### src/hdl/homing_pkg.sv
// Package for the home-return sequencer: mode codes, field layouts and timing.
// Assumes a single 20 MHz control clock shared by every user of the package.
package homing_pkg;
    // ------------------------------------------------------------------
    // Homing configuration word fields
    // ------------------------------------------------------------------
    localparam int TYPE_LSB = 0;
    localparam int TYPE_W = 4;
    localparam int DIR_LSB = 4;
    localparam int POL_LSB = 8;
    localparam logic [3:0] TYPE_DOG = 4'h0;
    localparam logic [3:0] TYPE_COUNT = 4'h1;
    // ------------------------------------------------------------------
    // Timing
    // ------------------------------------------------------------------
    localparam int CLK_HZ = 20000000;
    localparam int FILTER_UNIT_NS = 1000;
    localparam int FILTER_UNIT_CYC = FILTER_UNIT_NS * (CLK_HZ / 1000000) / 1000;
    localparam int DOG_MIN_MS = 10;
    localparam int DOG_MIN_CYC = DOG_MIN_MS * (CLK_HZ / 1000);
    localparam int POS_W = 32;
    localparam int SPD_W = 16;
    localparam logic [15:0] FILTER_RESET = 16'h0000;
    typedef enum logic [2:0] {
        ST_IDLE = 3'b000,
        ST_RUN = 3'b001,
        ST_CREEP = 3'b010,
        ST_INDEX = 3'b011,
        ST_SHIFT = 3'b100,
        ST_DONE = 3'b101
    } home_state_t;
endpackage

### src/hdl/dog_home_return_sequencer.sv
// Home-return sequencer: dog and count type homing, speed select, home load.
// Assumes position feedback and index pulse come from the same clock domain as
// the motion profile; the dog and selection pins are asynchronous.
`timescale 1ns/10ps
// How it works
// - Type digit zero selects dog type homing.
// - Decelerate at dog front end; home at first index after rear end plus shift.
// - Homing speed from start until the dog is detected.
// - Creep speed after the dog is detected.
// - Shift distance is counted from the index taken: first after the dog rear end, or first after the travel for count type.
// - Homing acceleration time constant replaces the normal one while homing.
// - At completion the current position register loads the home value.
// - External inputs are seen only after the input filter time.
// - Count type travels the after-dog distance, then takes the next index.
// - Count type accepts any dog held active at least 10 ms.
// - Index is used internally once per revolution and never output.
// - Direction digit 0 moves toward increasing, 1 toward decreasing addresses.
// - Polarity digit 0 detects dog when off, 1 when on.
module dog_home_return_sequencer
    import homing_pkg::*;
#(
    parameter int DOG_MIN_CYCLES = DOG_MIN_CYC
)(
    input wire logic clock_i,
    input wire logic resetn_i,
    input wire logic auto_manual_select_i,
    input wire logic table_select_bit1_i,
    input wire logic table_select_bit2_i,
    input wire logic table_select_bit3_i,
    input wire logic homing_program_cmd_i,
    input wire logic start_i,
    input wire logic abort_i,
    input wire logic dog_i,
    input wire logic index_pulse_i,
    input wire logic signed [POS_W-1:0] feedback_pos_i,
    input wire logic [15:0] homing_type_cfg_i,
    input wire logic [SPD_W-1:0] homing_speed_cfg_i,
    input wire logic [SPD_W-1:0] creep_speed_cfg_i,
    input wire logic [POS_W-1:0] home_shift_cfg_i,
    input wire logic [15:0] homing_accel_cfg_i,
    input wire logic [15:0] normal_accel_cfg_i,
    input wire logic signed [POS_W-1:0] home_value_cfg_i,
    input wire logic [POS_W-1:0] after_dog_travel_cfg_i,
    input wire logic [15:0] input_filter_cfg_i,
    output logic [SPD_W-1:0] speed_cmd_o,
    output logic dir_neg_o,
    output logic [15:0] accel_time_o,
    output logic busy_o,
    output logic home_done_o,
    output logic pos_load_o,
    output logic signed [POS_W-1:0] current_pos_o
);
    // ------------------------------------------------------------------
    // Pin synchronisers and input filter
    // ------------------------------------------------------------------
    logic [6:0] sync1_r;
    logic [6:0] sync2_r;
    logic [6:0] filt_r;
    logic [6:0] filt_nxt;
    logic [15:0] fcnt_r [7];
    logic [15:0] fcnt_nxt [7];
    logic [7:0] unit_r;
    logic [7:0] unit_nxt;
    logic unit_tick;
    logic [6:0] raw_pins;

    assign raw_pins = {table_select_bit3_i, start_i, abort_i, auto_manual_select_i,
                       table_select_bit1_i, table_select_bit2_i, dog_i};

    always_comb
    begin
        unit_tick = (unit_r == 8'(FILTER_UNIT_CYC - 1));
        unit_nxt = unit_tick ? 8'h00 : unit_r + 8'h01;
    end

    // Each pin only changes once its new level has held for the filter time.
    genvar g;
    generate
        for (g = 0; g < 7; g++)
        begin : g_filt
            always_comb
            begin
                filt_nxt[g] = filt_r[g];
                fcnt_nxt[g] = fcnt_r[g];
                if (sync2_r[g] == filt_r[g])
                begin
                    fcnt_nxt[g] = 16'h0000;
                end
                else if (fcnt_r[g] >= input_filter_cfg_i)
                begin
                    filt_nxt[g] = sync2_r[g];
                    fcnt_nxt[g] = 16'h0000;
                end
                else if (unit_tick)
                begin
                    fcnt_nxt[g] = fcnt_r[g] + 16'h0001;
                end
            end
            always_ff @(posedge clock_i)
            begin
                if (!resetn_i)
                begin
                    fcnt_r[g] <= FILTER_RESET;
                end
                else
                begin
                    fcnt_r[g] <= fcnt_nxt[g];
                end
            end
        end
    endgenerate

    always_ff @(posedge clock_i)
    begin
        if (!resetn_i)
        begin
            sync1_r <= 7'h00;
            sync2_r <= 7'h00;
            filt_r <= 7'h00;
            unit_r <= 8'h00;
        end
        else
        begin
            sync1_r <= raw_pins;
            sync2_r <= sync1_r;
            filt_r <= filt_nxt;
            unit_r <= unit_nxt;
        end
    end

    logic start_f;
    logic abort_f;
    logic mode_ok;
    logic dog_lvl;
    logic start_prev_r;

    assign start_f = filt_r[5];
    assign abort_f = filt_r[4];
    // Table method needs all three select bits off; program method needs the
    // selected program to carry the homing command.
    assign mode_ok = filt_r[3] & ((!filt_r[2] & !filt_r[1] & !filt_r[6])
                                  | homing_program_cmd_i);

    // ------------------------------------------------------------------
    // Sequencer
    // ------------------------------------------------------------------
    home_state_t state_r;
    home_state_t state_nxt;
    logic [3:0] type_r;
    logic [3:0] type_nxt;
    logic dir_r;
    logic dir_nxt;
    logic pol_r;
    logic pol_nxt;
    logic [POS_W-1:0] dist_r;
    logic [POS_W-1:0] dist_nxt;
    logic [31:0] dogcnt_r;
    logic [31:0] dogcnt_nxt;
    logic dog_seen_r;
    logic dog_seen_nxt;
    logic signed [POS_W-1:0] cur_r;
    logic signed [POS_W-1:0] cur_nxt;
    logic signed [POS_W-1:0] last_fb_r;
    logic [SPD_W-1:0] spd_nxt;
    logic [15:0] acc_nxt;
    logic done_nxt;
    logic load_nxt;
    logic signed [POS_W-1:0] delta;
    logic [POS_W-1:0] step;
    logic [SPD_W-1:0] hspd_r, hspd_nxt;
    logic [SPD_W-1:0] cspd_r, cspd_nxt;
    logic [15:0] hacc_r, hacc_nxt;
    logic [POS_W-1:0] shift_r, shift_nxt;
    logic [POS_W-1:0] adt_r, adt_nxt;
    logic signed [POS_W-1:0] hval_r, hval_nxt;

    assign dog_lvl = pol_r ? filt_r[0] : !filt_r[0];
    assign delta = feedback_pos_i - last_fb_r;
    assign step = delta[POS_W-1] ? POS_W'(-delta) : POS_W'(delta);

    always_comb
    begin
        state_nxt = state_r;
        type_nxt = type_r;
        dir_nxt = dir_r;
        pol_nxt = pol_r;
        dist_nxt = dist_r;
        dogcnt_nxt = dogcnt_r;
        dog_seen_nxt = dog_seen_r;
        cur_nxt = cur_r + delta;
        // Settings follow their inputs while idle and freeze at the start edge, so a
        // controller rewriting them mid-run cannot bend the sequence in flight.
        hspd_nxt = (state_r == ST_IDLE) ? homing_speed_cfg_i : hspd_r;
        cspd_nxt = (state_r == ST_IDLE) ? creep_speed_cfg_i : cspd_r;
        hacc_nxt = (state_r == ST_IDLE) ? homing_accel_cfg_i : hacc_r;
        shift_nxt = (state_r == ST_IDLE) ? home_shift_cfg_i : shift_r;
        adt_nxt = (state_r == ST_IDLE) ? after_dog_travel_cfg_i : adt_r;
        hval_nxt = (state_r == ST_IDLE) ? home_value_cfg_i : hval_r;
        done_nxt = 1'b0;
        load_nxt = 1'b0;
        spd_nxt = 16'h0000;
        acc_nxt = normal_accel_cfg_i;
        if (state_r != ST_IDLE && state_r != ST_DONE)
        begin
            acc_nxt = hacc_r;
        end
        case (state_r)
            ST_IDLE:
            begin
                if (start_f && !start_prev_r && mode_ok && !abort_f)
                begin
                    type_nxt = homing_type_cfg_i[TYPE_LSB +: TYPE_W];
                    dir_nxt = homing_type_cfg_i[DIR_LSB];
                    pol_nxt = homing_type_cfg_i[POL_LSB];
                    dist_nxt = 32'h0000_0000;
                    dogcnt_nxt = 32'h0000_0000;
                    dog_seen_nxt = 1'b0;
                    if (homing_type_cfg_i[TYPE_LSB +: TYPE_W] == TYPE_DOG ||
                        homing_type_cfg_i[TYPE_LSB +: TYPE_W] == TYPE_COUNT)
                    begin
                        state_nxt = ST_RUN;
                    end
                end
            end
            ST_RUN:
            begin
                spd_nxt = hspd_r;
                if (dog_lvl)
                begin
                    state_nxt = ST_CREEP;
                    dogcnt_nxt = 32'h0000_0001;
                end
            end
            ST_CREEP:
            begin
                spd_nxt = cspd_r;
                if (type_r == TYPE_DOG)
                begin
                    if (!dog_lvl)
                    begin
                        state_nxt = ST_INDEX;
                    end
                end
                else
                begin
                    dist_nxt = dist_r + step;
                    if (dog_lvl && dogcnt_r < 32'(DOG_MIN_CYCLES))
                    begin
                        dogcnt_nxt = dogcnt_r + 32'h0000_0001;
                    end
                    if (dogcnt_r >= 32'(DOG_MIN_CYCLES))
                    begin
                        dog_seen_nxt = 1'b1;
                    end
                    if (dist_r >= adt_r &&
                        (dog_seen_r || dogcnt_r >= 32'(DOG_MIN_CYCLES)))
                    begin
                        state_nxt = ST_INDEX;
                    end
                end
            end
            ST_INDEX:
            begin
                spd_nxt = cspd_r;
                if (index_pulse_i)
                begin
                    state_nxt = ST_SHIFT;
                    dist_nxt = 32'h0000_0000;
                end
            end
            ST_SHIFT:
            begin
                spd_nxt = cspd_r;
                dist_nxt = dist_r + step;
                if (dist_r >= shift_r)
                begin
                    state_nxt = ST_DONE;
                    cur_nxt = hval_r;
                    load_nxt = 1'b1;
                end
            end
            ST_DONE:
            begin
                done_nxt = 1'b1;
                if (!start_f)
                begin
                    state_nxt = ST_IDLE;
                end
            end
            default:
            begin
                state_nxt = ST_IDLE;
            end
        endcase
        if (abort_f && state_r != ST_IDLE)
        begin
            state_nxt = ST_IDLE;
            spd_nxt = 16'h0000;
            load_nxt = 1'b0;
            done_nxt = 1'b0;
        end
    end

    always_ff @(posedge clock_i)
    begin
        if (!resetn_i)
        begin
            state_r <= ST_IDLE;
            type_r <= 4'h0;
            dir_r <= 1'b0;
            pol_r <= 1'b0;
            dist_r <= 32'h0000_0000;
            dogcnt_r <= 32'h0000_0000;
            dog_seen_r <= 1'b0;
            cur_r <= 32'sh0000_0000;
            last_fb_r <= 32'sh0000_0000;
            start_prev_r <= 1'b0;
            hspd_r <= 16'h0000;
            cspd_r <= 16'h0000;
            hacc_r <= 16'h0000;
            shift_r <= 32'h0000_0000;
            adt_r <= 32'h0000_0000;
            hval_r <= 32'sh0000_0000;
            speed_cmd_o <= 16'h0000;
            dir_neg_o <= 1'b0;
            accel_time_o <= 16'h0000;
            busy_o <= 1'b0;
            home_done_o <= 1'b0;
            pos_load_o <= 1'b0;
            current_pos_o <= 32'sh0000_0000;
        end
        else
        begin
            state_r <= state_nxt;
            type_r <= type_nxt;
            dir_r <= dir_nxt;
            pol_r <= pol_nxt;
            dist_r <= dist_nxt;
            dogcnt_r <= dogcnt_nxt;
            dog_seen_r <= dog_seen_nxt;
            cur_r <= cur_nxt;
            last_fb_r <= feedback_pos_i;
            start_prev_r <= start_f;
            hspd_r <= hspd_nxt;
            cspd_r <= cspd_nxt;
            hacc_r <= hacc_nxt;
            shift_r <= shift_nxt;
            adt_r <= adt_nxt;
            hval_r <= hval_nxt;
            speed_cmd_o <= spd_nxt;
            dir_neg_o <= dir_nxt;
            accel_time_o <= acc_nxt;
            busy_o <= (state_nxt != ST_IDLE) && (state_nxt != ST_DONE);
            home_done_o <= done_nxt;
            pos_load_o <= load_nxt;
            current_pos_o <= cur_nxt;
        end
    end

    // ------------------------------------------------------------------
    // Assertions
    // ------------------------------------------------------------------
    a_run_speed: assert property (@(posedge clock_i) disable iff (!resetn_i)
        state_r == ST_RUN && !abort_f |=> speed_cmd_o == $past(hspd_r))
        else $error("run speed wrong");
    a_creep_speed: assert property (@(posedge clock_i) disable iff (!resetn_i)
        state_r == ST_CREEP && !abort_f |=> speed_cmd_o == $past(cspd_r))
        else $error("creep speed wrong");
    a_dog_front: assert property (@(posedge clock_i) disable iff (!resetn_i)
        state_r == ST_RUN && dog_lvl && !abort_f |=> state_r == ST_CREEP)
        else $error("dog front missed");
    a_dog_rear: assert property (@(posedge clock_i) disable iff (!resetn_i)
        state_r == ST_CREEP && type_r == TYPE_DOG && !dog_lvl && !abort_f
        |=> state_r == ST_INDEX)
        else $error("dog rear missed");
    a_index_take: assert property (@(posedge clock_i) disable iff (!resetn_i)
        state_r == ST_INDEX && index_pulse_i && !abort_f |=> state_r == ST_SHIFT
        && dist_r == 32'h0000_0000)
        else $error("index not taken");
    a_home_load: assert property (@(posedge clock_i) disable iff (!resetn_i)
        pos_load_o && !abort_f |-> current_pos_o == $past(hval_r) ##1 home_done_o)
        else $error("home value not loaded");
    a_accel_sel: assert property (@(posedge clock_i) disable iff (!resetn_i)
        state_r inside {ST_RUN, ST_CREEP, ST_INDEX, ST_SHIFT} && !abort_f
        |=> accel_time_o == $past(hacc_r))
        else $error("homing accel not used");
    a_count_dog: assert property (@(posedge clock_i) disable iff (!resetn_i)
        state_r == ST_CREEP && type_r == TYPE_COUNT && state_nxt == ST_INDEX
        |-> dogcnt_r >= 32'(DOG_MIN_CYCLES) || dog_seen_r)
        else $error("short dog accepted");
    a_hold_cfg: assert property (@(posedge clock_i) disable iff (!resetn_i)
        state_r != ST_IDLE && $past(state_r) != ST_IDLE |-> $stable(dir_r) && $stable(type_r)
        && $stable(hspd_r) && $stable(cspd_r) && $stable(shift_r) && $stable(hval_r))
        else $error("config changed mid homing");
    a_cfg_capture: assert property (@(posedge clock_i) disable iff (!resetn_i)
        state_r == ST_IDLE && state_nxt == ST_RUN |=> hspd_r == $past(homing_speed_cfg_i)
        && hval_r == $past(home_value_cfg_i))
        else $error("settings not captured at start");
    c_dog_home: cover property (@(posedge clock_i) disable iff (!resetn_i)
        type_r == TYPE_DOG && pos_load_o);
    c_count_home: cover property (@(posedge clock_i) disable iff (!resetn_i)
        type_r == TYPE_COUNT && pos_load_o);
    c_abort: cover property (@(posedge clock_i) disable iff (!resetn_i)
        state_r == ST_CREEP && abort_f);
endmodule

### config.mk
export PLATFORM = sky130hd
export DESIGN_NAME = dog_home_return_sequencer
export DESIGN_NICKNAME = d
export VERILOG_FILES = /design/src/hdl/homing_pkg.sv /design/src/hdl/dog_home_return_sequencer.sv
export SDC_FILE = /design/constraint.sdc
export NUM_CORES = 1
export LEC_CHECK = 0
export BUFFER_PORTS_ARGS = -buffer_cell sky130_fd_sc_hd__buf_2
export CORE_MARGIN = 8
export CORE_UTILIZATION = 60
export CTS_BUF_LIST = sky130_fd_sc_hd__clkbuf_4 sky130_fd_sc_hd__clkbuf_8
export DETAILED_ROUTE_END_ITERATION = 10
export GPL_TIMING_DRIVEN = 1
export PLACE_DENSITY_LB_ADDON = 0.08
export SLEW_MARGIN = 40
export SYNTH_ARGS = -nofsm -noshare
export SYNTH_HDL_FRONTEND = slang
export SYNTH_SLANG_ARGS = --single-unit
### constraint.sdc
create_clock -name clock_i -period 13.5 [get_ports clock_i]
set_input_delay 2.7 -clock clock_i [delete_from_list [all_inputs] [get_ports clock_i]]
set_output_delay 2.7 -clock clock_i [all_outputs]
set_load 0.01 [all_outputs]
Word-level counts from Yosys, hierarchy flattened
Memory sizes are Yosys's and may differ from the RTL's.
Cells that the tools add are included.
- add/subtract/negate cells: 13
- order comparisons: 11
- equal/unequal tests: 22
- mux-type cells: 61
- bitwise operators: 20
- reductions and logical operators: 39
- operators by type and width (operator ; count):
    $mux W16 ; 29
    $mux W32 ; 9
    $pmux W32 S4 ; 1
    $add A16 B1 Y16 const B ; 7
    $ge A16 B16 Y1 ; 7
    $pmux W32 S3 ; 1
    $add A32 B32 Y32 ; 2
    $ge A32 B32 Y1 ; 2
    $add A32 B1 Y32 const B ; 1
    $ge A32 B18 Y1 const B ; 1
    $lt A32 B18 Y1 const B ; 1
    $neg A32 Y32 ; 1
    $pmux W16 S2 ; 1
    $sub A32 B32 Y32 ; 1
    $mux W3 ; 10
    $pmux W3 S6 ; 1
    $reduce_and A2 Y1 ; 8
    $ne A2 B2 Y1 const B ; 5
    $not A1 Y1 ; 9
    $reduce_bool A3 Y1 ; 3
    $add A8 B1 Y8 const B ; 1
    $eq A8 B5 Y1 const B ; 1
    $logic_and A1 B1 Y1 ; 8
    $logic_not A4 Y1 ; 2
    20 further kinds ; 54
- register bits: 347
- memory bits (writable): 112
- bits of input ports: 235
- output and inout bits: 68
- logic and storage cells: 198
- memories: 1
- memories (memory ; depth ; bits a word ; read ports ; clocked after memory_dff ; write ports ; RTL line ; RTL):
    fcnt_r ; 7 ; 16 ; 7 ; 0 ; 7 ; dog_home_return_sequencer.sv:60 ; logic [15:0] fcnt_r [7];

Logic depth before layout (Yosys ltp)
Gate-level depths: netlist of run 1.
- word-level depth: 12
- mapped depth: 27
- mapped depth without buffers: 26

Worst setup path before layout of run 1
OpenSTA, ideal clock, no wires.
- path kind: in2reg
- start point: input feedback_pos_i[4]
- end point: register dist_r[31]
- setup time: 0.073 ns
- data arrival time: 8.716 ns
- required time: 13.427 ns
- slack: 4.711 ns
- stages on the path: 25
- path buffers: 2
- cell sequence: ha_1 > a21o_1 > or3_1 > o22ai_2 > a211o_1 > a211oi_1 > or3_1 > o311ai_0 > clkbuf_1 > clkbuf_1 > nor2_1 > xnor2_1 > ha_1 > o211ai_1 > o21ai_0 > nor2_1 > o41ai_1 > a21boi_0 > nor2_1 > a41o_1 > o21ai_0 > o21a_1 > or4_4 > and2_4 > o211ai_2
- cells in the longest elaborated chain, start to end: 6
- ends and longest elaborated chain (item ; RTL line ; RTL):
    from (decl) ; dog_home_return_sequencer.sv:35 ; input wire logic signed [POS_W-1:0] feedback_pos_i,
    $sub A32 B32 Y32 * ; dog_home_return_sequencer.sv:178 ; assign delta = feedback_pos_i - last_fb_r;
    $neg A32 Y32 ; dog_home_return_sequencer.sv:179 ; assign step = delta[POS_W-1] ? POS_W'(-delta) : POS_W'(delta);
    $mux W32 * ; dog_home_return_sequencer.sv:179 ;
    $add A32 B32 Y32 * ; dog_home_return_sequencer.sv:246, dog_home_return_sequencer.sv:274 ;
    $mux W32 ; dog_home_return_sequencer.sv:237 ; if (type_r == TYPE_DOG)
    $pmux W32 S4 * ; dog_home_return_sequencer.sv:207 ; case (state_r)
    to (signal assigned) ; dog_home_return_sequencer.sv:338 ; dist_r <= dist_nxt;
    to (decl) ; dog_home_return_sequencer.sv:155 ; logic [POS_W-1:0] dist_r;
Every way passes the cells marked *; elsewhere a longest branch is shown, timed or not. The select of a mux whose other input is x is not followed.
A chain may end at the register's enable or synchronous reset.

Final worst setup path of run 1
Same ends and word-level chain as after synthesis.

==> impl_metrics.toml, run 1 <==
[route]
via_per_inst = 5.657
drtIter0Drc = 1212
num_vias = 22545
drt-pass1-iter-count = 7
avgRoutedWirePerCell_microns = 17.02
routed_wl_mm = 67.84
postRouteAntennaNets = 0
drc = 0

[critical_path]
required_ns = 14.10
endpoint_kind = "flip-flop"
path_class = "primary input to flip-flop"
cpPeakStageDelay_ns = 0.77
cp.depth = 23
worstPathCellList = "buf_2 -> ha_1 -> a21o_1 -> or3_1 -> o22ai_2 -> a211o_1 -> a211oi_1 -> or3_1 -> o311a_1 -> o21ai_0 -> ha_1 -> a211oi_1 -> o21ai_0 -> nor2_1 -> o41ai_1 -> a21boi_0 -> nor2_1 -> a41o_1 -> o21ai_0 -> o21a_1 -> or4_4 -> and2_4 -> o211ai_2"
start_kind = "primary input"
cp.buffers_inverters = 1
crit_fanout = 13
cpMostUsedCell = "o21ai_0"
crit_family = "compound AO/OA/AOI/OAI gates"
cp_slowest_cell = "o41ai_1"
critPathArrivalTime_ns = 9.38
rr_worst_depth = 23

[power_and_ir_drop]
totalPowerFinal_mw = 3.790
pwr-share-clk_pct = 34.7
swShare_pct = 31.23
power_density_nw_per_um2 = 128.5
pwr-share-seq_pct = 38.9
p_leak_nw = 14.19
combPwrFrac_pct = 26.4
ir_drop_mv = 0.1122
p_switching_mw = 1.184
p_int_mw = 2.607

[clocking]
post_cts_buffers = 0
hold_buffers = 0
cts_resized = 0
insertion_delay_ns = 0.67
cts_buffer_depth = 3
cts_htree_levels = 3
cts.clk_slew.worst_paths_ns = 0.07
cts_made_buffers = 79
cts_tree = "yes"
cts_sinks = 459
clock-root-buffer = "clkbuf_8"

[synthesis]
avgSynthCellArea_sq_um = 8.353
ys_types = 89
synth_flop_cell = "dfxtp_1"
synth_top_cell_by_area = "dfxtp_1"
synthArstFlopShare_pct = 0
synth_compound_area_share_pct = 16.42
yosys-top-cells-area = "dfxtp_1 (36%), ha_1 (14%), nand2_1 (5.9%)"
synthMuxAreaShare_pct = 2.364
yosys_warnings = 0
synth-edff-count = 0
synth_fp_nets = 3618
yosys-top-cells-count = "dfxtp_1 (459), nand2_1 (409), nor2_1 (337), a21oi_1 (286), ha_1 (282)"
synth_cells = 3098
ys_ff_latch = 459
synthSimpleGateAreaFrac_pct = 19.66
synth_adder_area_share_pct = 13.87
synth-seq-area-share_pct = 35.51
synth_most_common_cell = "dfxtp_1"
synth_top_area_share_pct = 35.51
syn_area_sq_um = 25880
synthXorXnorAreaFrac_pct = 8.287
synth_top_family_by_area = "simple AND/OR/NAND/NOR gates"

[grt]
antenna_found_initial = 5
grt_max_degree = 137
overflow = 0
grt_pass1_vias = 22796
grt_pass1_wl_mm = 110.0
grt_usage_pct = 26.46

[floorplanning]
core_sq_um = 42790
die_h_microns = 223.7
ios = 303
dieWidth_microns = 223.7
initial_core_util_pct = 60.47
rows = 76
dieArea_sq_um = 50030

[timing]
final-max-slew-violation-count = 0
clock_skew_ns = 0.02415
post-route-period-util_pct = 65.06
min_period_ns = 8.784
fin_setup_tns_ns = 0
worstMarginPinSlew_ns = 0.8637
maxSlewHeadroom_pct = 42.42
worst_slack_ns = 4.716
rsz0062_at_grt = "no"
setup_violations = 0
hold_viol = 0
fmaxAchievable_mhz = 113.8

[finish]
nFillCells = 3601
finalCoreUtilization_pct = 68.94
area_delta_synth_final_pct = 14.00
layout-drive-gt1-share_pct = 14.32
final_nets = 3903
multi_input_area_sq_um = 15760
regArea_sq_um = 9189

[outcome]
status = "complete, no violations"

[placement]
dp_slack_ns = 4.135
finalWeightedCongestion = 0.8911
portBuffers = 292
post-dp-hpwl_mm = 50.27

[flow_run]
drv_cap = 0

[min_path]
hp-class = "flip-flop to flip-flop"
hold_path_depth = 1
kinds of logic (layout without fill, tap and decap cells):
group	after synthesis	count (layout)
muxes	61	61
other	0	4
adders and majority gates	285	285
buffers and inverters	264	601
AOI/OAI and AO/OA	675	675
and+or+nand+nor	1110	1110
xor gates and xnor gates	244	244
DFF	459	459
flip-flops by register name (all words and copies together), names as in the netlist, 32 cells and up:
register   flops
fcnt_r       112
last_fb_r     32
shift_r       32
hval_r        32
dist_r        32
dogcnt_r      32
cur_r         32
adt_r         32
final timing paths:
check	start	endpoint	slack, ns
worst max-delay path	feedback_pos_i[4]	dist_r[31]	4.72
worst min-delay path	sync1_r[2]	sync2_r[2]	0.43
worst max register to register	last_fb_r[4]	dist_r[31]	6.57
worst min register to register	sync1_r[2]	sync2_r[2]	0.43
placed cells by master, fill, tap and decap left out, types with 19 or more instances in the layout:
cell type and count:
and3_1 40, mux2i_1 60, ha_1 282, o21a_1 22
nor2b_1 21, nand2b_1 36, xor2_1 138, a21oi_1 286
inv_1 156, a22oi_1 40, a211oi_1 19, o21ai_0 69
buf_2 292, nor3_1 20, nand3_1 67, a31oi_1 20
nand2_1 408, dfxtp_1 459, clkbuf_8 97, nand4_1 62
clkbuf_4 21, and2_1 57, xnor2_1 103, a21o_1 121
nor2_1 336
power by group through the flow:
stage                     combinational (mW)  sequential (mW)  clock [mW]
final                                  0.999             1.48        1.32
after global routing                    1.11             1.48        1.41
after CTS                              0.997             1.47        1.35
after floorplan                        0.711             1.51           0
after global placement                 0.957             1.50           0
after detailed placement               0.989             1.50           0
layout make-up:
type	instances	area share, %
clock inverters	15	0.5132
inverters	157	2.023
diodes	4	0.03393
multi-input cells	2375	53.43
flip-flops and latches	459	31.15
well taps	546	2.316
repair buffers	311	5.475
clock buffers	118	5.060
layer usage:
metal  global-route usage (%)  vias up  share of wire (%)
met5                        0        -              0.012
met4                    10.81        2                3.7
met2                    47.27      524                 50
li1                         -    11284                  -
met1                    30.68    10570                 42
met3                    5.284      165                4.7
metrics by stage:
step | area, sq um | hold slack, ns | instances
floorplan | 25880 | 0.4119 | 3098
detailed placement | 27830 | 0.4263 | 3848
global route | 29500 | 0.4640 | 3984
global placement | 27800 | 0.4226 | 3848
finish | 29500 | 0.4323 | 3985
CTS | 29480 | 0.4370 | 3981
No activity file was read; power rests on OpenSTA's default activity.
==> run 2: changes to the inputs <==
- clock period: 13.5 -> 8.74 ns (I/O delays scaled with it)
==> impl_metrics.toml, run 2 (synthesis results as in run 1) <==
[power_and_ir_drop]
pwr-share-clk_pct = 34.7
combPwrFrac_pct = 26.5
p_switching_mw = 1.828
p_int_mw = 4.036
power_density_nw_per_um2 = 198.6
ir_drop_mv = 0.2544
pwr-share-seq_pct = 38.9
p_leak_nw = 14.20
swShare_pct = 31.17

[clocking]
cts_tree = "yes"
post_cts_buffers = 0
cts_htree_levels = 3
clock-root-buffer = "clkbuf_8"
hold_buffers = 0
cts_resized = 0
cts_sinks = 459
insertion_delay_ns = 0.66
cts_buffer_depth = 3
cts_made_buffers = 80
cts.clk_slew.worst_paths_ns = 0.06

[floorplanning]
die_h_microns = 223.7
ios = 303
core_sq_um = 42790
initial_core_util_pct = 60.47
rows = 76
dieWidth_microns = 223.7
dieArea_sq_um = 50030

[route]
via_per_inst = 5.682
postRouteAntennaNets = 0
drt-pass1-iter-count = 6
num_vias = 22689
drc = 0
drtIter0Drc = 1270
avgRoutedWirePerCell_microns = 17.30
routed_wl_mm = 69.08

[timing]
worstMarginPinSlew_ns = 0.7951
fin_setup_tns_ns = 0
clock_skew_ns = 0.02306
setup_violations = 0
finalHoldWorstSlack_ns = 0.4423
min_period_ns = 7.794
maxSlewHeadroom_pct = 46.99
worst_slack_ns = 0.9460
hold_viol = 0
post-route-period-util_pct = 89.18
fmaxAchievable_mhz = 128.3
rsz0062_at_grt = "no"
final-max-slew-violation-count = 0

[placement]
portBuffers = 292
post-dp-hpwl_mm = 50.61
dp_slack_ns = 0.4116
finalWeightedCongestion = 0.8787

[grt]
antenna_found_initial = 7
top_usage_layer = "met2"
use_met2_pct = 47.91
overflow = 0
use_met3_pct = 5.218
grt_max_degree = 108
use_met1_pct = 30.81
grt_pass1_wl_mm = 111.0
grt_usage_pct = 26.76
grt_pass1_vias = 22775

[critical_path]
ff2ff_setup_slack_ns = 1.82
endpoint_kind = "flip-flop"
rr_startpoint = "last_fb_r[4]"
cpPeakStageDelay_ns = 0.63
cpMostUsedCell = "o21ai_0"
cp_slowest_cell = "o41ai_1"
rr_endpoint = "dist_r[30]"
rr_worst_depth = 25
start_kind = "primary input"
path_class = "primary input to flip-flop"
critPathArrivalTime_ns = 8.36
required_ns = 9.31
crit_fanout = 13

[finish]
multi_input_area_sq_um = 15770
layout-drive-gt1-share_pct = 14.43
area_delta_synth_final_pct = 14.13
nFillCells = 3585
finalCoreUtilization_pct = 69.02
top_register = "fcnt_r"
final_cell_mix = "dfxtp_1 (459), nand2_1 (408), nor2_1 (336), buf_2 (291), a21oi_1 (286)"
final_nets = 3907
final_common_cell = "dfxtp_1"
regArea_sq_um = 9189
largest_reg_flops = 112

[outcome]
status = "complete, no violations"

[min_path]
hp-class = "flip-flop to flip-flop"
hold_path_depth = 1
hold-path-endpoint = "sync2_r[4]"
min_from = "sync1_r[4]"

[flow_run]
drv_cap = 0
[run 2: worst max path at each step]
stage          slack, ns    endpoint              start  cells after the start
2_1_floorplan       0.90  dist_r[31]  feedback_pos_i[4]                     25
3_3_place_gp        0.62  dist_r[30]  feedback_pos_i[4]                     25
3_5_place_dp        0.41  dist_r[30]  feedback_pos_i[4]                     25
4_1_cts             1.05  dist_r[30]  feedback_pos_i[4]                     25
5_1_grt             0.41  dist_r[30]  feedback_pos_i[4]                     24
6_report            0.95  dist_r[30]  feedback_pos_i[4]                     25
[run 2: metal layers]
layer | routed length (microns) | share of wire, %
met4 | 2520 | 3.6
met5 | 0 | 0
met1 | 28840 | 42
met2 | 34510 | 50
met3 | 3212 | 4.6
[run 2: through the flow]
step	total power, mW	instance area (sq um)	cells
global placement	3.803	27820	3850
floorplan	3.430	25880	3098
finish	5.864	29530	3993
detailed placement	3.849	27860	3850
global route	6.177	29530	3991
CTS	5.895	29480	3983
[run 2: layout make-up]
class	count	share of cell area, %
antenna	9	0.07625
clock buffer	124	5.143
clock inverter	9	0.3601
inverter	157	2.012
multi-input combinational	2375	53.39
sequential	459	31.11
tap	546	2.313
timing repair buffer	314	5.596
[run 2: critical path, delay by kind of cell]
family | cells | cell delay [ns]
AO/OA/AOI/OAI | 16 | 4.66
AND/OR/NAND/NOR | 5 | 1.15
adder cells (fa/ha/maj) | 2 | 0.58
buffers and inverters | 2 | 0.23
[run 2: power groups by stage]
stage / registers [mW] / clock network, mW / logic (mW)
after floorplan: 2.33 / 0 / 1.10
after global placement: 2.32 / 0 / 1.48
after detailed placement: 2.32 / 0 / 1.53
after CTS: 2.28 / 2.07 / 1.55
after global routing: 2.29 / 2.17 / 1.72
final: 2.28 / 2.03 / 1.55
